## src/verilog/gom_defines.vh

```
`ifndef GOM_DEFINES_VH
`define GOM_DEFINES_VH

// register indices (printed offsets are not multiples of four)
`define GOM_IDX_PIN1        8'h11
`define GOM_IDX_PIN2        8'h12
`define GOM_IDX_PORT_EN     8'h20
`define GOM_IDX_STATUS      8'h21
// byte address is four times the index
`define GOM_ADDR_W          10
`define GOM_CTL_RESET       8'h00
`define GOM_PORT_EN_RESET   4'hF
// control field positions
`define GOM_EN_BIT          0
`define GOM_VAL_BIT         1
`define GOM_SRC_HI          4
`define GOM_SRC_LO          2
`define GOM_SEL_HI          7
`define GOM_SEL_LO          5
// source group codes
`define GOM_SRC_DEV         3'h4
`define GOM_SRC_RSV         3'h5
`define GOM_SRC_TX0         3'h6
`define GOM_SRC_TX1         3'h7
// selection codes
`define GOM_SEL_0           3'h0
`define GOM_SEL_1           3'h1
`define GOM_SEL_2           3'h2
`define GOM_SEL_3           3'h3
`define GOM_SEL_4           3'h4
`define GOM_SEL_5           3'h5
`define GOM_SEL_6           3'h6
`define GOM_SEL_7           3'h7
// axi responses
`define GOM_RESP_OKAY       2'h0
`define GOM_RESP_SLVERR     2'h2

`endif

```

## src/verilog/gom_pin_mux.v

```verilog
// Summary of operation
// - the pin 1 control register sits at index 0x11 and resets to zero.
// - bit 0 enables driving the pin; when clear the pin is not driven.
// - bit 1 is a software level driven when the local value is chosen.
// - bits 4:2 pick rx port 0-3, device status, reserved, or tx port 0-1.
// - with an rx source, selections 000-011 give that port's gpio 0-3.
// - with an rx source, 100-111 give lock, pass, frame valid, line valid.
// - device status 000 gives the software level, 001 the OR of locks of enabled rx ports.
// - device status 010 gives the AND of locks of enabled rx ports.
// - device status 011 gives the AND of passes of enabled rx ports.
// - device status 100 gives the sync pulse; 101-111 are reserved.
// - with a tx source, 000 gives AND and 001 OR of chosen rx passes.
// - with a tx source, 010 gives frame-active and 011 line-active.
// - with a tx source, 100 gives synchronized, 101 the tx interrupt.
`timescale 1ns/1ps
`include "gom_defines.vh"

////////////////////////////////////////////////////////////////////////////
// one slice of the hub's pin logic: a control byte for pin 1, a storage
// byte for pin 2, a port enable mask and a read-only status word behind a
// small register slave. the pin output and its enable both come straight
// from flip-flops, one cycle behind the control byte and the status
// inputs. all status inputs are taken as levels in the core clock
// domain; anything asynchronous must be brought in upstream.
////////////////////////////////////////////////////////////////////////////

module gom_pin_mux (
    // clock and reset
    input  wire        aclk,
    input  wire        aresetn,
    // axi4-lite write address
    input  wire [9:0]  s_axi_awaddr,
    input  wire        s_axi_awvalid,
    output reg         s_axi_awready,
    // axi4-lite write data
    input  wire [31:0] s_axi_wdata,
    input  wire [3:0]  s_axi_wstrb,
    input  wire        s_axi_wvalid,
    output reg         s_axi_wready,
    // axi4-lite write response
    output reg  [1:0]  s_axi_bresp,
    output reg         s_axi_bvalid,
    input  wire        s_axi_bready,
    // axi4-lite read address
    input  wire [9:0]  s_axi_araddr,
    input  wire        s_axi_arvalid,
    output reg         s_axi_arready,
    // axi4-lite read data
    output reg  [31:0] s_axi_rdata,
    output reg  [1:0]  s_axi_rresp,
    output reg         s_axi_rvalid,
    input  wire        s_axi_rready,
    // per rx port status, bit n is port n; remote gpio has four bits per port
    input  wire [3:0]  rx_lock,
    input  wire [3:0]  rx_pass,
    input  wire [3:0]  rx_frame_valid,
    input  wire [3:0]  rx_line_valid,
    input  wire [15:0] rx_remote_gpio,
    // device status
    input  wire        periodic_sync_pulse,
    // per tx port status, bit n is port n; port select has four bits per port
    input  wire [1:0]  tx_frame_active,
    input  wire [1:0]  tx_line_active,
    input  wire [1:0]  tx_synchronized,
    input  wire [1:0]  tx_interrupt,
    input  wire [7:0]  tx_port_select,
    // pin 1 drive
    output reg         pin1_out,
    output reg         pin1_oe
);

    ////////////////////////////////////////////////////////////////////////
    // register state
    // pin 2 control is storage only here: its pin lives in another slice.
    // the port enable mask marks which rx ports take part in the device
    // status reductions and resets with every port taking part.
    // holding slots keep a taken address or data word until both are in.
    reg  [7:0] pin1_ctl_r;
    reg  [7:0] pin2_ctl_r;
    reg  [3:0] port_en_r;
    reg  [7:0] aw_idx_r;
    reg        aw_held_r;
    reg [31:0] w_data_r;
    reg  [3:0] w_strb_r;
    reg        w_held_r;

    // fields of the pin 1 control byte
    wire       pin1_drive_enable;
    wire       pin1_software_level;
    wire [2:0] pin1_output_source_group;
    wire [2:0] pin1_output_selection;

    // field slices; positions come from the shared header
    assign pin1_drive_enable        = pin1_ctl_r[`GOM_EN_BIT];
    assign pin1_software_level      = pin1_ctl_r[`GOM_VAL_BIT];
    assign pin1_output_source_group = pin1_ctl_r[`GOM_SRC_HI:`GOM_SRC_LO];
    assign pin1_output_selection    = pin1_ctl_r[`GOM_SEL_HI:`GOM_SEL_LO];

    // byte address to word index; low two address bits ignored
    // an unaligned address lands on the word that holds it
    function [7:0] word_idx;
        input [9:0] addr;
        begin
            word_idx = addr[9:2];
        end
    endfunction

    // known index decode, shared by read and write paths
    // pin 2 and the status word count as mapped even when unused
    function is_mapped;
        input [7:0] idx;
        begin
            is_mapped = (idx == `GOM_IDX_PIN1) || (idx == `GOM_IDX_PIN2) ||
                        (idx == `GOM_IDX_PORT_EN) ||
                        (idx == `GOM_IDX_STATUS);
        end
    endfunction

    ////////////////////////////////////////////////////////////////////////
    // write path: address and data taken in either order, then response.
    // each channel parks in its own holding slot, so a master that offers
    // data long before the address is served the same as one that offers
    // both together. readies are registered and drop the cycle after a
    // take; that costs idle cycles between writes but keeps the ready
    // outputs free of any path from the valid inputs.
    // handshake terms of the write channels
    wire aw_take = s_axi_awvalid && s_axi_awready;
    wire w_take  = s_axi_wvalid && s_axi_wready;
    wire do_wr   = aw_held_r && w_held_r && !s_axi_bvalid;

    always @(posedge aclk) begin
        if (!aresetn) begin
            s_axi_awready <= 1'b0;
            s_axi_wready  <= 1'b0;
            s_axi_bvalid  <= 1'b0;
            s_axi_bresp   <= `GOM_RESP_OKAY;
            aw_held_r     <= 1'b0;
            w_held_r      <= 1'b0;
            aw_idx_r      <= 8'h00;
            w_data_r      <= 32'h0000_0000;
            w_strb_r      <= 4'h0;
        end else begin
            // ready only while the slot is empty, so one write at a time
            s_axi_awready <= !aw_held_r && !aw_take && !s_axi_bvalid;
            s_axi_wready  <= !w_held_r && !w_take && !s_axi_bvalid;
            if (aw_take) begin
                aw_held_r <= 1'b1;
                aw_idx_r  <= word_idx(s_axi_awaddr);
            end
            if (w_take) begin
                w_held_r <= 1'b1;
                w_data_r <= s_axi_wdata;
                w_strb_r <= s_axi_wstrb;
            end
            if (do_wr) begin
                aw_held_r    <= 1'b0;
                w_held_r     <= 1'b0;
                s_axi_bvalid <= 1'b1;
                s_axi_bresp  <= is_mapped(aw_idx_r) ? `GOM_RESP_OKAY
                                                    : `GOM_RESP_SLVERR;
            end else if (s_axi_bvalid && s_axi_bready) begin
                s_axi_bvalid <= 1'b0;
            end
        end
    end

    // register update; only byte lane 0 carries data.
    // a write with lane 0 off still answers okay but leaves every
    // register alone. the status word is read-only: a write to it is
    // accepted and dropped, so software cannot fake the pin state.
    // an unmapped index answers with an error and changes nothing.
    always @(posedge aclk) begin
        if (!aresetn) begin
            pin1_ctl_r <= `GOM_CTL_RESET;
            pin2_ctl_r <= `GOM_CTL_RESET;
            port_en_r  <= `GOM_PORT_EN_RESET;
        end else if (do_wr && w_strb_r[0]) begin
            case (aw_idx_r)
                `GOM_IDX_PIN1: begin
                    pin1_ctl_r <= w_data_r[7:0];
                end
                `GOM_IDX_PIN2: begin
                    pin2_ctl_r <= w_data_r[7:0];
                end
                `GOM_IDX_PORT_EN: begin
                    port_en_r <= w_data_r[3:0];
                end
                default: begin
                    pin1_ctl_r <= pin1_ctl_r;
                end
            endcase
        end
    end

    ////////////////////////////////////////////////////////////////////////
    // read path: one cycle to accept, data the next.
    // arready toggles while idle instead of staying high; a request that
    // meets it low simply waits one more cycle. read data is captured at
    // the take, so a later change of the status inputs does not disturb
    // a response that is already waiting for rready.
    // only one read is in flight, so no read queue is needed.
    reg [31:0] rd_word;

    // status word shows the pin's live drive and inputs seen.
    // unmapped indices read as zero with an error response.
    // upper bits read zero so later fields can be added safely.
    always @* begin
        case (word_idx(s_axi_araddr))
            `GOM_IDX_PIN1:    rd_word = {24'h000000, pin1_ctl_r};
            `GOM_IDX_PIN2:    rd_word = {24'h000000, pin2_ctl_r};
            `GOM_IDX_PORT_EN: rd_word = {28'h0000000, port_en_r};
            `GOM_IDX_STATUS:  rd_word = {22'h0, pin1_oe, pin1_out,
                                         rx_pass, rx_lock};
            default:          rd_word = 32'h0000_0000;
        endcase
    end

    // read response; one read at a time
    always @(posedge aclk) begin
        if (!aresetn) begin
            s_axi_arready <= 1'b0;
            s_axi_rvalid  <= 1'b0;
            s_axi_rdata   <= 32'h0000_0000;
            s_axi_rresp   <= `GOM_RESP_OKAY;
        end else begin
            s_axi_arready <= !s_axi_rvalid && !s_axi_arready;
            if (s_axi_arvalid && s_axi_arready) begin
                s_axi_rvalid <= 1'b1;
                s_axi_rdata  <= rd_word;
                s_axi_rresp  <= is_mapped(word_idx(s_axi_araddr))
                                ? `GOM_RESP_OKAY : `GOM_RESP_SLVERR;
            end else if (s_axi_rvalid && s_axi_rready) begin
                s_axi_rvalid <= 1'b0;
            end
        end
    end

    ////////////////////////////////////////////////////////////////////////
    // aggregates over enabled rx ports; no port enabled gives low.
    // an empty set would make a plain AND of nothing read as high, which
    // would tell the board that all links are up when none is watched.
    wire       any_en   = |port_en_r;

    // tx port: its own choice of rx ports to combine
    // an empty choice reads as low for both the AND and the OR
    wire       tx_idx   = pin1_output_source_group[0];
    wire [3:0] tx_pick  = tx_idx ? tx_port_select[7:4]
                                 : tx_port_select[3:0];
    wire [1:0] rx_idx   = pin1_output_source_group[1:0];

    // per-port terms, one slice for each rx port
    wire [3:0] lock_hit;         // enabled and locked
    wire [3:0] lock_ok;          // locked or not taking part
    wire [3:0] pass_ok;          // passing or not taking part
    wire [3:0] tx_hit;           // chosen for the tx port and passing
    wire [3:0] tx_ok;            // passing or not chosen for the tx port
    wire [3:0] port_gpio [0:3];  // remote inputs of each rx port

    genvar gi;
    generate
        for (gi = 0; gi < 4; gi = gi + 1) begin : g_port
            assign lock_hit[gi]  = rx_lock[gi] & port_en_r[gi];
            assign lock_ok[gi]   = rx_lock[gi] | ~port_en_r[gi];
            assign pass_ok[gi]   = rx_pass[gi] | ~port_en_r[gi];
            assign tx_hit[gi]    = rx_pass[gi] & tx_pick[gi];
            assign tx_ok[gi]     = rx_pass[gi] | ~tx_pick[gi];
            assign port_gpio[gi] = rx_remote_gpio[gi*4 +: 4];
        end
    endgenerate

    // reductions of the per-port terms
    wire       lock_or  = |lock_hit;
    wire       lock_and = any_en && &lock_ok;
    wire       pass_and = any_en && &pass_ok;
    wire       tx_and   = (|tx_pick) && &tx_ok;
    wire       tx_or    = |tx_hit;
    wire [3:0] rgpio    = port_gpio[rx_idx];

    // level chosen for the pin before its register
    reg        mux_level;

    // source and selection decode, reserved codes drive low.
    // a reserved source or selection must never pass a stray input to
    // the board, so every branch starts from low and only the listed
    // codes overwrite it. the decode is purely combinational; the pin
    // register below adds the single cycle of latency.
    // the tx index picks both the status bit and the rx port choice.
    always @* begin
        mux_level = 1'b0;
        if (!pin1_output_source_group[2]) begin
            case (pin1_output_selection)
                `GOM_SEL_0, `GOM_SEL_1, `GOM_SEL_2, `GOM_SEL_3:
                    mux_level = rgpio[pin1_output_selection[1:0]];
                `GOM_SEL_4: mux_level = rx_lock[rx_idx];
                `GOM_SEL_5: mux_level = rx_pass[rx_idx];
                `GOM_SEL_6: mux_level = rx_frame_valid[rx_idx];
                `GOM_SEL_7: mux_level = rx_line_valid[rx_idx];
                default:    mux_level = 1'b0;
            endcase
        end else if (pin1_output_source_group == `GOM_SRC_DEV) begin
            case (pin1_output_selection)
                `GOM_SEL_0: mux_level = pin1_software_level;
                `GOM_SEL_1: mux_level = lock_or;
                `GOM_SEL_2: mux_level = lock_and;
                `GOM_SEL_3: mux_level = pass_and;
                `GOM_SEL_4: mux_level = periodic_sync_pulse;
                default:    mux_level = 1'b0;
            endcase
        end else if (pin1_output_source_group != `GOM_SRC_RSV) begin
            case (pin1_output_selection)
                `GOM_SEL_0: mux_level = tx_and;
                `GOM_SEL_1: mux_level = tx_or;
                `GOM_SEL_2: mux_level = tx_frame_active[tx_idx];
                `GOM_SEL_3: mux_level = tx_line_active[tx_idx];
                `GOM_SEL_4: mux_level = tx_synchronized[tx_idx];
                `GOM_SEL_5: mux_level = tx_interrupt[tx_idx];
                default:    mux_level = 1'b0;
            endcase
        end
    end

    ////////////////////////////////////////////////////////////////////////
    // pin registers; level forced low while disabled to avoid stale data.
    // enable and level share one register stage so the board never sees
    // a new enable paired with the level of the old selection. the cost
    // is one cycle from a register write or an input change to the pin.
    // a disabled pin is left to the board's own pull.
    always @(posedge aclk) begin
        if (!aresetn) begin
            pin1_oe  <= 1'b0;
            pin1_out <= 1'b0;
        end else begin
            pin1_oe  <= pin1_drive_enable;
            pin1_out <= pin1_drive_enable && mux_level;
        end
    end

    // limitation: only pin 1 is driven from this slice; the pin 2 byte
    // is kept so software sees the full map, and a second slice built
    // from this one would own that pin. level inputs are not filtered,
    // so a glitch one cycle long on a status input reaches the pin.

endmodule

```

## config.mk

```make
export PLATFORM = sky130hd
export DESIGN_NAME = gom_pin_mux
export DESIGN_NICKNAME = d
export VERILOG_FILES = /design/src/verilog/gom_pin_mux.v
export VERILOG_INCLUDE_DIRS = /design/src /design/src/verilog
export SDC_FILE = /design/constraint.sdc
export NUM_CORES = 1
export LEC_CHECK = 0
export ABC_CLOCK_PERIOD_IN_PS = 2900
export BUFFER_PORTS_ARGS = -buffer_cell sky130_fd_sc_hd__buf_2
export CAP_MARGIN = 0
export CELL_PAD_IN_SITES_DETAIL_PLACEMENT = 0
export CELL_PAD_IN_SITES_GLOBAL_PLACEMENT = 1
export CORE_MARGIN = 5
export CORE_UTILIZATION = 30
export CTS_CLUSTER_SIZE = 30
export DETAILED_ROUTE_END_ITERATION = 10
export PLACE_DENSITY = 0.77
export SLEW_MARGIN = 20
export SYNTH_ARGS = -nofsm -noshare
export SYNTH_HDL_FRONTEND = slang
export SYNTH_SLANG_ARGS = --single-unit
```

## constraint.sdc

```tcl
create_clock -name aclk -period 2.9 [get_ports aclk]
set_input_delay 0.29 -clock aclk [delete_from_list [all_inputs] [get_ports aclk]]
set_output_delay 0.29 -clock aclk [all_outputs]
set_load 0.005 [all_outputs]
```

==> run metrics, run 1 <==
count of state elements after synthesis 58; vias per cell 4.73; Lkg Pwr 0.00156 uW; share of layout cells above drive strength 1 31.0%; synthesis-to-finish area growth 20.6%; core box area 0.0109 mm^2; CP endpoint kind flop; first-pass GRT wire length 13,800 um; final number of setup-violating endpoints 0; CP bufs+invs 0; Synth async-reset ratio 0%; die width 116 um; register area 0.00116 mm^2; final std cells w/o fill 604; Slew Viols, Final 0; detailed-placement wirelength estimate 6970 um; vias in the first global route 2,790; Total Wirelength 8800 um; Total Die Area 0.0133 mm^2; flop-to-flop setup slack 0.66 ns; hold_buf cts 0; dominant synthesized flop cell dfxtp_1; startpoint types flop; Data arrival, critical path 2.45 ns; RSZ-0062 raised after global routing no; min-delay src s_axi_awaddr[9]; sequential area share after synthesis 34.8%; setup repair bufs after CTS 0; Post-synth EDFFs 0; H-tree depth 3; HP Class in -> reg; average size of a mapped cell 9.18 um^2; post-synth cell types 54; # resized after CTS 0; CP Data Required Time 3.11 ns; diode count 0; placer's final routability congestion estimate 0.752; critical path's slowest cell dfxtp_1; Cells after Synth 364; CP max FO 20; Max-Cap Viols 0; Max-slew headroom 39.9%; Max Clk Rate 447 MHz; critical path, cell by cell mux4_2 -> mux2_2 -> o311ai_1 -> o31ai_1; drt first pass iters 4; Worst path depth 4; CTS tree built; Starting Density 30.7%; die height 116 um; commonest non-fill, non-tap cell in the layout buf_2; Clock transition at path regs 0.07 ns; Synth area leader dfxtp_1; pwr/cell area 421 mW/mm^2; status complete, no violations; gr ovfl total 0; Crit Path Category reg -> reg; clock buffer depth 2; area of the multi-input gates 0.00195 mm^2; Peak VDD IR 231 uV; Cell Area, Placed 0.00385 mm^2; vias 2,854; routed len/inst 14.6 um; Core Rows 38; initial antenna violation count 0; Num CTS Buffers 9; Root Buffer clkbuf_8; Hold WS 0.212 ns; post-route cell area 0.00403 mm^2; delay-heaviest family, CP flip-flops; clock sinks 58; Cell Count Post-Placement 588; io pins 155; Total Routing Usage GR 13.1%; pin count of the biggest net entering global routing 55; Layout fillers 1,145; R2R Path End pin1_out$_SDFF_PN0_; Final Critical Period 2.24 ns; Clock Latency Late Sink 0.33 ns; mapped cell area 0.00334 mm^2; fin nets 571; TNS Setup 0 ns; worst r2r src pin1_ctl_r[2]$_SDFFE_PN0P_; Synth area leaders dfxtp_1, mux2i_1, nand2_1, buf_4, mux4_2; final cycle utilization of the critical path 77.2%; PortBufs 99; drt drc 0; Ys Warns 0; Worst Tran Pin Value 0.900 ns; FF-to-FF path depth 4; Max Clock Skew 0.00690 ns; Hold Path Stages 3; Synth top area share 34.8%; ANT nets after route 0; final hold violations 0; highest cell delay on the worst timing path 0.91 ns; most frequent cells in the layout buf_2, dfxtp_1, nand2_1; worst hold endpoint aw_idx_r[7]$_SDFFE_PN0P_; DRT iter0 DRCs 138
[state kept, by name, summed over array words and instances, names as in the netlist]
name	count
pin1_oe	1
s_axi_rresp	1
w_held_r	1
w_strb_r	1
s_axi_rdata	10
s_axi_rvalid	1
pin1_out	1
pin2_ctl_r	8
aw_held_r	1
s_axi_awready	1
s_axi_bvalid	1
aw_idx_r	8
s_axi_wready	1
s_axi_arready	1
pin1_ctl_r	8
port_en_r	4
w_data_r	8
s_axi_bresp	1
[power by group]
group	switching (uW)	internal [uW]
clock	295	378
combinational	92.3	95.8
sequential	19.5	817
total	406	1290
[cells in the mapped netlist (6+ instances only)]
library cell / number
inv_1: 9
nor2b_1: 25
mux4_2: 8
a21oi_1: 6
nand2_1: 52
nand2b_1: 11
dfxtp_1: 58
buf_4: 25
mux2_2: 7
a21boi_1: 6
mux2i_1: 29
buf_2: 6
a21boi_0: 20
nor2_1: 14
a22oi_1: 10
clkbuf_1: 8
[per-layer routing]
| layer | vias up | GRT usage [%] | wire (um) | part of all wire [%] |
|---|---|---|---|---|
| met1 | 1312 | 17.1 | 3990 | 45 |
| met2 | 95 | 21.1 | 3990 | 45 |
| met4 | 0 | 5.24 | 211 | 2.4 |
| met3 | 14 | 2.92 | 614 | 7.0 |
| met5 | - | 0 | 0 | 0 |
| li1 | 1433 | - | - | - |
[per-stage QoR]
| step | setup WS [ns] | power (uW) | utilization (%) |
|---|---|---|---|
| 4_1_cts | 0.634 | 1720 | 37.0 |
| 2_1_floorplan | 1.17 | 978 | - |
| 3_5_place_dp | 0.630 | 1040 | 35.3 |
| 3_3_place_gp | 0.655 | 1040 | 35.3 |
| 6_report | 0.661 | 1700 | 37.0 |
| 5_1_grt | 0.465 | 1790 | 37.0 |
[worst max-delay path by stage]
stage / from / to / slack [ns]
2_1_floorplan: pin1_ctl_r[3]$_SDFFE_PN0P_ / pin1_out$_SDFF_PN0_ / 1.17
3_3_place_gp: pin1_ctl_r[2]$_SDFFE_PN0P_ / pin1_out$_SDFF_PN0_ / 0.66
3_5_place_dp: pin1_ctl_r[2]$_SDFFE_PN0P_ / pin1_out$_SDFF_PN0_ / 0.63
4_1_cts: pin1_ctl_r[2]$_SDFFE_PN0P_ / pin1_out$_SDFF_PN0_ / 0.63
5_1_grt: pin1_ctl_r[2]$_SDFFE_PN0P_ / pin1_out$_SDFF_PN0_ / 0.46
6_report: pin1_ctl_r[2]$_SDFFE_PN0P_ / pin1_out$_SDFF_PN0_ / 0.66
[final cells by class]
cell class                      count  share of cell area (%)
Multi-Input combinational cell    278                    48.4
Sequential cell                    58                    28.8
Timing Repair Buffer              103                    13.0
Tap cell                          140                    4.35
Clock buffer                       14                    4.29
Inverter                            9                   0.839
Clock inverter                      2                   0.248
[cells by family after synthesis]
family | Yosys count | share of synthesized area [%]
AOI/OAI and AO/OA | 76 | 16.9
buffers and inverters | 51 | 9.44
DFF | 58 | 34.8
muxes | 44 | 16.4
other | 1 | 0.112
and+or+nand+nor | 134 | 22.4
[tightest hold or removal path, stage by stage]
cell and delay [ns]:
buf_2 0.10, nand2_1 0.04, a21boi_0 0.06
No activity file was read; power rests on OpenSTA's default activity.
==> run 2, diff against run 1 <==
--- a/config.mk
+++ b/config.mk
@@ -6,7 +6,7 @@
 export SDC_FILE = /design/constraint.sdc
 export NUM_CORES = 1
 export LEC_CHECK = 0
-export ABC_CLOCK_PERIOD_IN_PS = 2900
+export ABC_CLOCK_PERIOD_IN_PS = 2130
 export BUFFER_PORTS_ARGS = -buffer_cell sky130_fd_sc_hd__buf_2
 export CAP_MARGIN = 0
 export CELL_PAD_IN_SITES_DETAIL_PLACEMENT = 0
==> constraint.sdc (replaced) <==
create_clock -name aclk -period 2.13 [get_ports aclk]
set_input_delay 0.213 -clock aclk [delete_from_list [all_inputs] [get_ports aclk]]
set_output_delay 0.213 -clock aclk [all_outputs]
set_load 0.005 [all_outputs]
==> run 2 against run 1 <==
Effect of this change: clock skew up 0.00076 ns; core utilization up 0.99 points; cell area up 2.7%; die area unchanged; global-route usage up 0.33 points; clock power up 89%; via count up 0.28%; routed wire length up 0.90%; critical path type unchanged; highest routed layer unchanged.
==> run metrics, run 2 (same netlist as run 1, synthesis figures left out) <==
Cell Area, Placed 0.00388 mm^2; io pins 155; hold_buf cts 0; CP Data Required Time 2.37 ns; status complete, no violations; Max Clock Skew 0.00766 ns; initial antenna violation count 0; Max-slew headroom 66.5%; startpoint types flop; critical path's slowest cell dfxtp_2; pin count of the biggest net entering global routing 33; Clock transition at path regs 0.07 ns; synthesis-to-finish area growth 23.8%; Core Rows 38; HP Class in -> reg; core box area 0.0109 mm^2; Total Die Area 0.0133 mm^2; TNS Setup 0 ns; # resized after CTS 0; RSZ-0062 raised after global routing no; drt drc 0; final number of setup-violating endpoints 0; detailed-placement wirelength estimate 7070 um; PortBufs 99; highest cell delay on the worst timing path 0.50 ns; final cycle utilization of the critical path 89.3%; final hold violations 0; clock buffer depth 2; max reg flops 10; most frequent cells in the layout buf_2, dfxtp_1, nand2_1; Num CTS Buffers 9; Peak VDD IR 362 uV; Starting Density 30.7%; Layout fillers 1,136; clock sinks 58; CP max FO 11; gr ovfl total 0; diode count 0; drt first pass iters 4; placer's final routability congestion estimate 0.800; Crit Path Category reg -> reg; pwr/cell area 644 mW/mm^2; Total Wirelength 8880 um; die width 116 um; post-route cell area 0.00414 mm^2; routed len/inst 14.6 um; first-pass GRT wire length 14,200 um; ANT nets after route 0; critical path, cell by cell buf_4 -> mux2i_1 -> o22ai_1 -> nor4b_1 -> a211oi_1 -> o31ai_1; Final WS setup 0.228 ns; CP endpoint kind flop; Clock Latency Late Sink 0.33 ns; Total Routing Usage GR 13.4%; Data arrival, critical path 2.14 ns; Largest Register s_axi_rdata; Slew Viols, Final 0; delay-heaviest family, CP compound AO/OA/AOI/OAI gates; die height 116 um; Final Critical Period 1.90 ns; H-tree depth 3; Worst Tran Pin Value 0.499 ns; pre-CTS setup slack 0.0854 ns; CTS tree built; Max-Cap Viols 0; DRT iter0 DRCs 188; Lkg Pwr 0.00161 uW; Max Clk Rate 526 MHz; fin nets 576; share of layout cells above drive strength 1 32.4%; vias 2,862; vias in the first global route 2,821; CP bufs+invs 1; vias per cell 4.70; Layout Utilization 38.0%; commonest non-fill, non-tap cell in the layout buf_2; setup repair bufs after CTS 0; Root Buffer clkbuf_8; Hold WS 0.127 ns
==> run 2: cell types whose count changed in the layout (fill, tap and decap cells not counted), moves of 2 or more <==
cell and delta:
buf_4 +5, clkinv_2 -2, bufinv_16 +3, clkbuf_8 -2, clkinvlp_4 +2, clkbuf_1 -2
==> run 2: path summary, 6_finish.rpt <==
check | from | end | slack, ns | depth (start not counted)
worst min-delay path | s_axi_awaddr[9] | aw_idx_r[7]$_SDFFE_PN0P_ | 0.13 | 3
worst max-delay path | pin1_ctl_r[2]$_SDFFE_PN0P_ | pin1_out$_SDFF_PN0_ | 0.23 | 6
worst max register to register | pin1_ctl_r[2]$_SDFFE_PN0P_ | pin1_out$_SDFF_PN0_ | 0.23 | 6
worst min register to register | s_axi_rvalid$_SDFFE_PN0P_ | s_axi_arready$_SDFF_PN0_ | 0.44 | 1
==> run 2: power breakdown <==
part / internal [uW] / leakage, uW / total (uW) / switching [uW]
clock network: 811 / 0.000119 / 1270 / 456
registers: 1110 / 0.000471 / 1140 / 25.8
logic: 132 / 0.00102 / 259 / 128
total: 2050 / 0.00161 / 2660 / 610
==> run 2: metrics by stage <==
stage | total power [uW] | std cells
after floorplan | 1330 | 387
after global placement | 1420 | 593
after detailed placement | 1420 | 593
after CTS | 2690 | 609
after global routing | 2790 | 609
final | 2660 | 609
==> run 2: worst register-to-register path: stages, from the launching register on <==
cell	delay [ns]
dfxtp_2	0.50
buf_4	0.26
mux2i_1	0.28
o22ai_1	0.12
nor4b_1	0.26
a211oi_1	0.13
o31ai_1	0.26
==> run 2: cell type report <==
cell class	instances	area [um^2]	share of cell area, %
clock inverter	6	114	2.75
clock buffer	10	138	3.33
inverter	9	33.8	0.817
tap	140	175	4.23
timing repair buffer	108	563	13.6
sequential	58	1160	28.1
multi-input combinational	278	1950	47.2
==> run 2: per-layer routing <==
layer  routed length [um]  track usage [%]
met2                 4140             22.3
met3                  690             2.87
met5                    0                0
met1                 3960             17.6
met4                   97             4.15
==> run 3, diff against run 2 <==
--- a/config.mk
+++ b/config.mk
@@ -16,6 +16,7 @@
 export CTS_CLUSTER_SIZE = 30
 export DETAILED_ROUTE_END_ITERATION = 10
 export PLACE_DENSITY = 0.77
+export RECOVER_POWER = 50
 export SLEW_MARGIN = 20
 export SYNTH_ARGS = -nofsm -noshare
 export SYNTH_HDL_FRONTEND = slang
==> run 3 against run 2 <==
Effect of this change: sequential share of layout area is 0.13 points higher; via count is 0.66% higher; worst hold slack hardly changed; clock skew is 0.00076 ns higher; combinational power hardly changed; sequential power hardly changed; power hardly changed; worst setup slack worse by 0.0053 ns; critical path type unchanged; critical endpoint unchanged.
==> run metrics, run 3 (same netlist as run 1, synthesis figures left out) <==
worst r2r src pin1_ctl_r[2]$_SDFFE_PN0P_; Hold WS 0.127 ns; drt first pass iters 4; die width 116 um; drt drc 0; FF-to-FF path depth 6; R2R Path End pin1_out$_SDFF_PN0_; Worst Setup SP pin1_ctl_r[2]$_SDFFE_PN0P_; status complete, no violations; Starting Density 30.7%; Root Buffer clkbuf_8; Core Rows 38; io pins 155; max reg flops 10; fin nets 576; hold_buf cts 0; TNS Setup 0 ns; CP endpoint kind flop; combinational share of power 9.7%; placer's final routability congestion estimate 0.800; RSZ-0062 raised after global routing no; Max-slew headroom 27.8%; CTS tree built; flop-to-flop setup slack 0.22 ns; first-pass GRT wire length 14,200 um; Psw 610 uW; Clock Latency Late Sink 0.33 ns; Sw Ratio 22.9%; Largest Register s_axi_rdata; Worst Tran Pin Value 1.08 ns; die height 116 um; Max Clock Skew 0.00842 ns; ANT nets after route 0; diode count 0; Num CTS Buffers 9; startpoint types flop; CP Data Required Time 2.37 ns; DRT iter0 DRCs 147; Slew Viols, Final 0; pin count of the biggest net entering global routing 33; share of layout cells above drive strength 1 29.6%; commonest non-fill, non-tap cell in the layout buf_2; CP endpoint pin1_out$_SDFF_PN0_; synthesis-to-finish area growth 23.3%; Pint 2050 uW; pwr/cell area 647 mW/mm^2; Crit Path Category reg -> reg; Total Die Area 0.0133 mm^2; Clock transition at path regs 0.07 ns; Max Clk Rate 524 MHz; core box area 0.0109 mm^2; critical path, cell by cell buf_4 -> mux2i_1 -> o22ai_1 -> nor4b_1 -> a211oi_1 -> o31ai_1; initial antenna violation count 0; final cycle utilization of the critical path 89.6%; vias 2,881; PortBufs 99; Reg power frac 42.7%; Total Wirelength 8910 um; CP bufs+invs 1; most frequent cells in the layout buf_2, dfxtp_1, nand2_1; clock sinks 58; CP max FO 11; Worst path depth 6; final number of setup-violating endpoints 0; Final WS setup 0.222 ns; Max-Cap Viols 0; total power 2660 uW; vias in the first global route 2,821; pre-CTS setup slack 0.0854 ns; Lkg Pwr 0.00155 uW; detailed-placement wirelength estimate 7070 um; highest cell delay on the worst timing path 0.50 ns; H-tree depth 3; delay-heaviest family, CP compound AO/OA/AOI/OAI gates; Layout Utilization 37.8%; Peak VDD IR 359 uV; Total Routing Usage GR 13.4%; Clock Power Share 47.6%; Data arrival, critical path 2.15 ns; final hold violations 0; routed len/inst 14.6 um; Final Critical Period 1.91 ns; HP Class in -> reg; gr ovfl total 0; critical path's slowest cell dfxtp_2; clock buffer depth 2; vias per cell 4.73
-- run 3: cell types whose count changed in the layout (fill, tap and decap cells not counted), sizes merged --
cell | before | now
buf | 108 | 95
clkbuf | 10 | 23
-- run 3: cell type report --
type                            count  area (um^2)
Clock buffer                       10          138
Clock inverter                      6          114
Fill cell                        1139         6770
Inverter                            9         33.8
Multi-Input combinational cell    278         1950
Sequential cell                    58         1160
Tap cell                          140          175
Timing Repair Buffer              108          544
-- run 3: power by group through the flow --
stage                     Clock, uW  Combinational (uW)  Sequential [uW]
after floorplan                   0                 174             1160
after global placement            0                 254             1160
after detailed placement          0                 260             1160
after CTS                      1290                 261             1140
after global routing           1360                 289             1140
final                          1270                 258             1140
-- run 3: how the worst min path moves through the flow --
| stage | from | end | slack, ns | depth (start not counted) |
|---|---|---|---|---|
| 2_1_floorplan | s_axi_wdata[0] | w_data_r[0]$_SDFFE_PN0P_ | 0.36 | 2 |
| 3_3_place_gp | s_axi_rvalid$_SDFFE_PN0P_ | s_axi_arready$_SDFF_PN0_ | 0.43 | 1 |
| 3_5_place_dp | s_axi_rvalid$_SDFFE_PN0P_ | s_axi_arready$_SDFF_PN0_ | 0.44 | 1 |
| 4_1_cts | s_axi_awaddr[5] | aw_idx_r[3]$_SDFFE_PN0P_ | 0.11 | 3 |
| 5_1_grt | s_axi_awaddr[9] | aw_idx_r[7]$_SDFFE_PN0P_ | 0.12 | 3 |
| 6_report | s_axi_awaddr[9] | aw_idx_r[7]$_SDFFE_PN0P_ | 0.13 | 3 |
-- run 3: layer usage --
metal  up-vias  track usage [%]  share of wire [%]
met3        12             2.87                7.8
met5         -                0                  0
met2       105             22.3                 46
met1      1315             17.6                 45
met4         0             4.15                1.1
li1       1449                -                  -
-- run 3: per-stage QoR --
| stage | instances | instance area [um^2] |
|---|---|---|
| final | 609 | 4120 |
| after global routing | 609 | 4120 |
| after CTS | 609 | 4140 |
| after detailed placement | 593 | 3880 |
| after global placement | 593 | 3880 |
| after floorplan | 387 | 3430 |
-- run 3: worst reg2reg max path, cell delays in order, from the launching register on --
cell      delay [ns]
dfxtp_2         0.50
buf_4           0.26
mux2i_1         0.27
o22ai_1         0.13
nor4b_1         0.26
a211oi_1        0.13
o31ai_1         0.26
-- run 3: timing repair --
action,in CTS,in global routing
resized for setup,0,1
setup endpoints to repair,0,1
buffers inserted,0,0
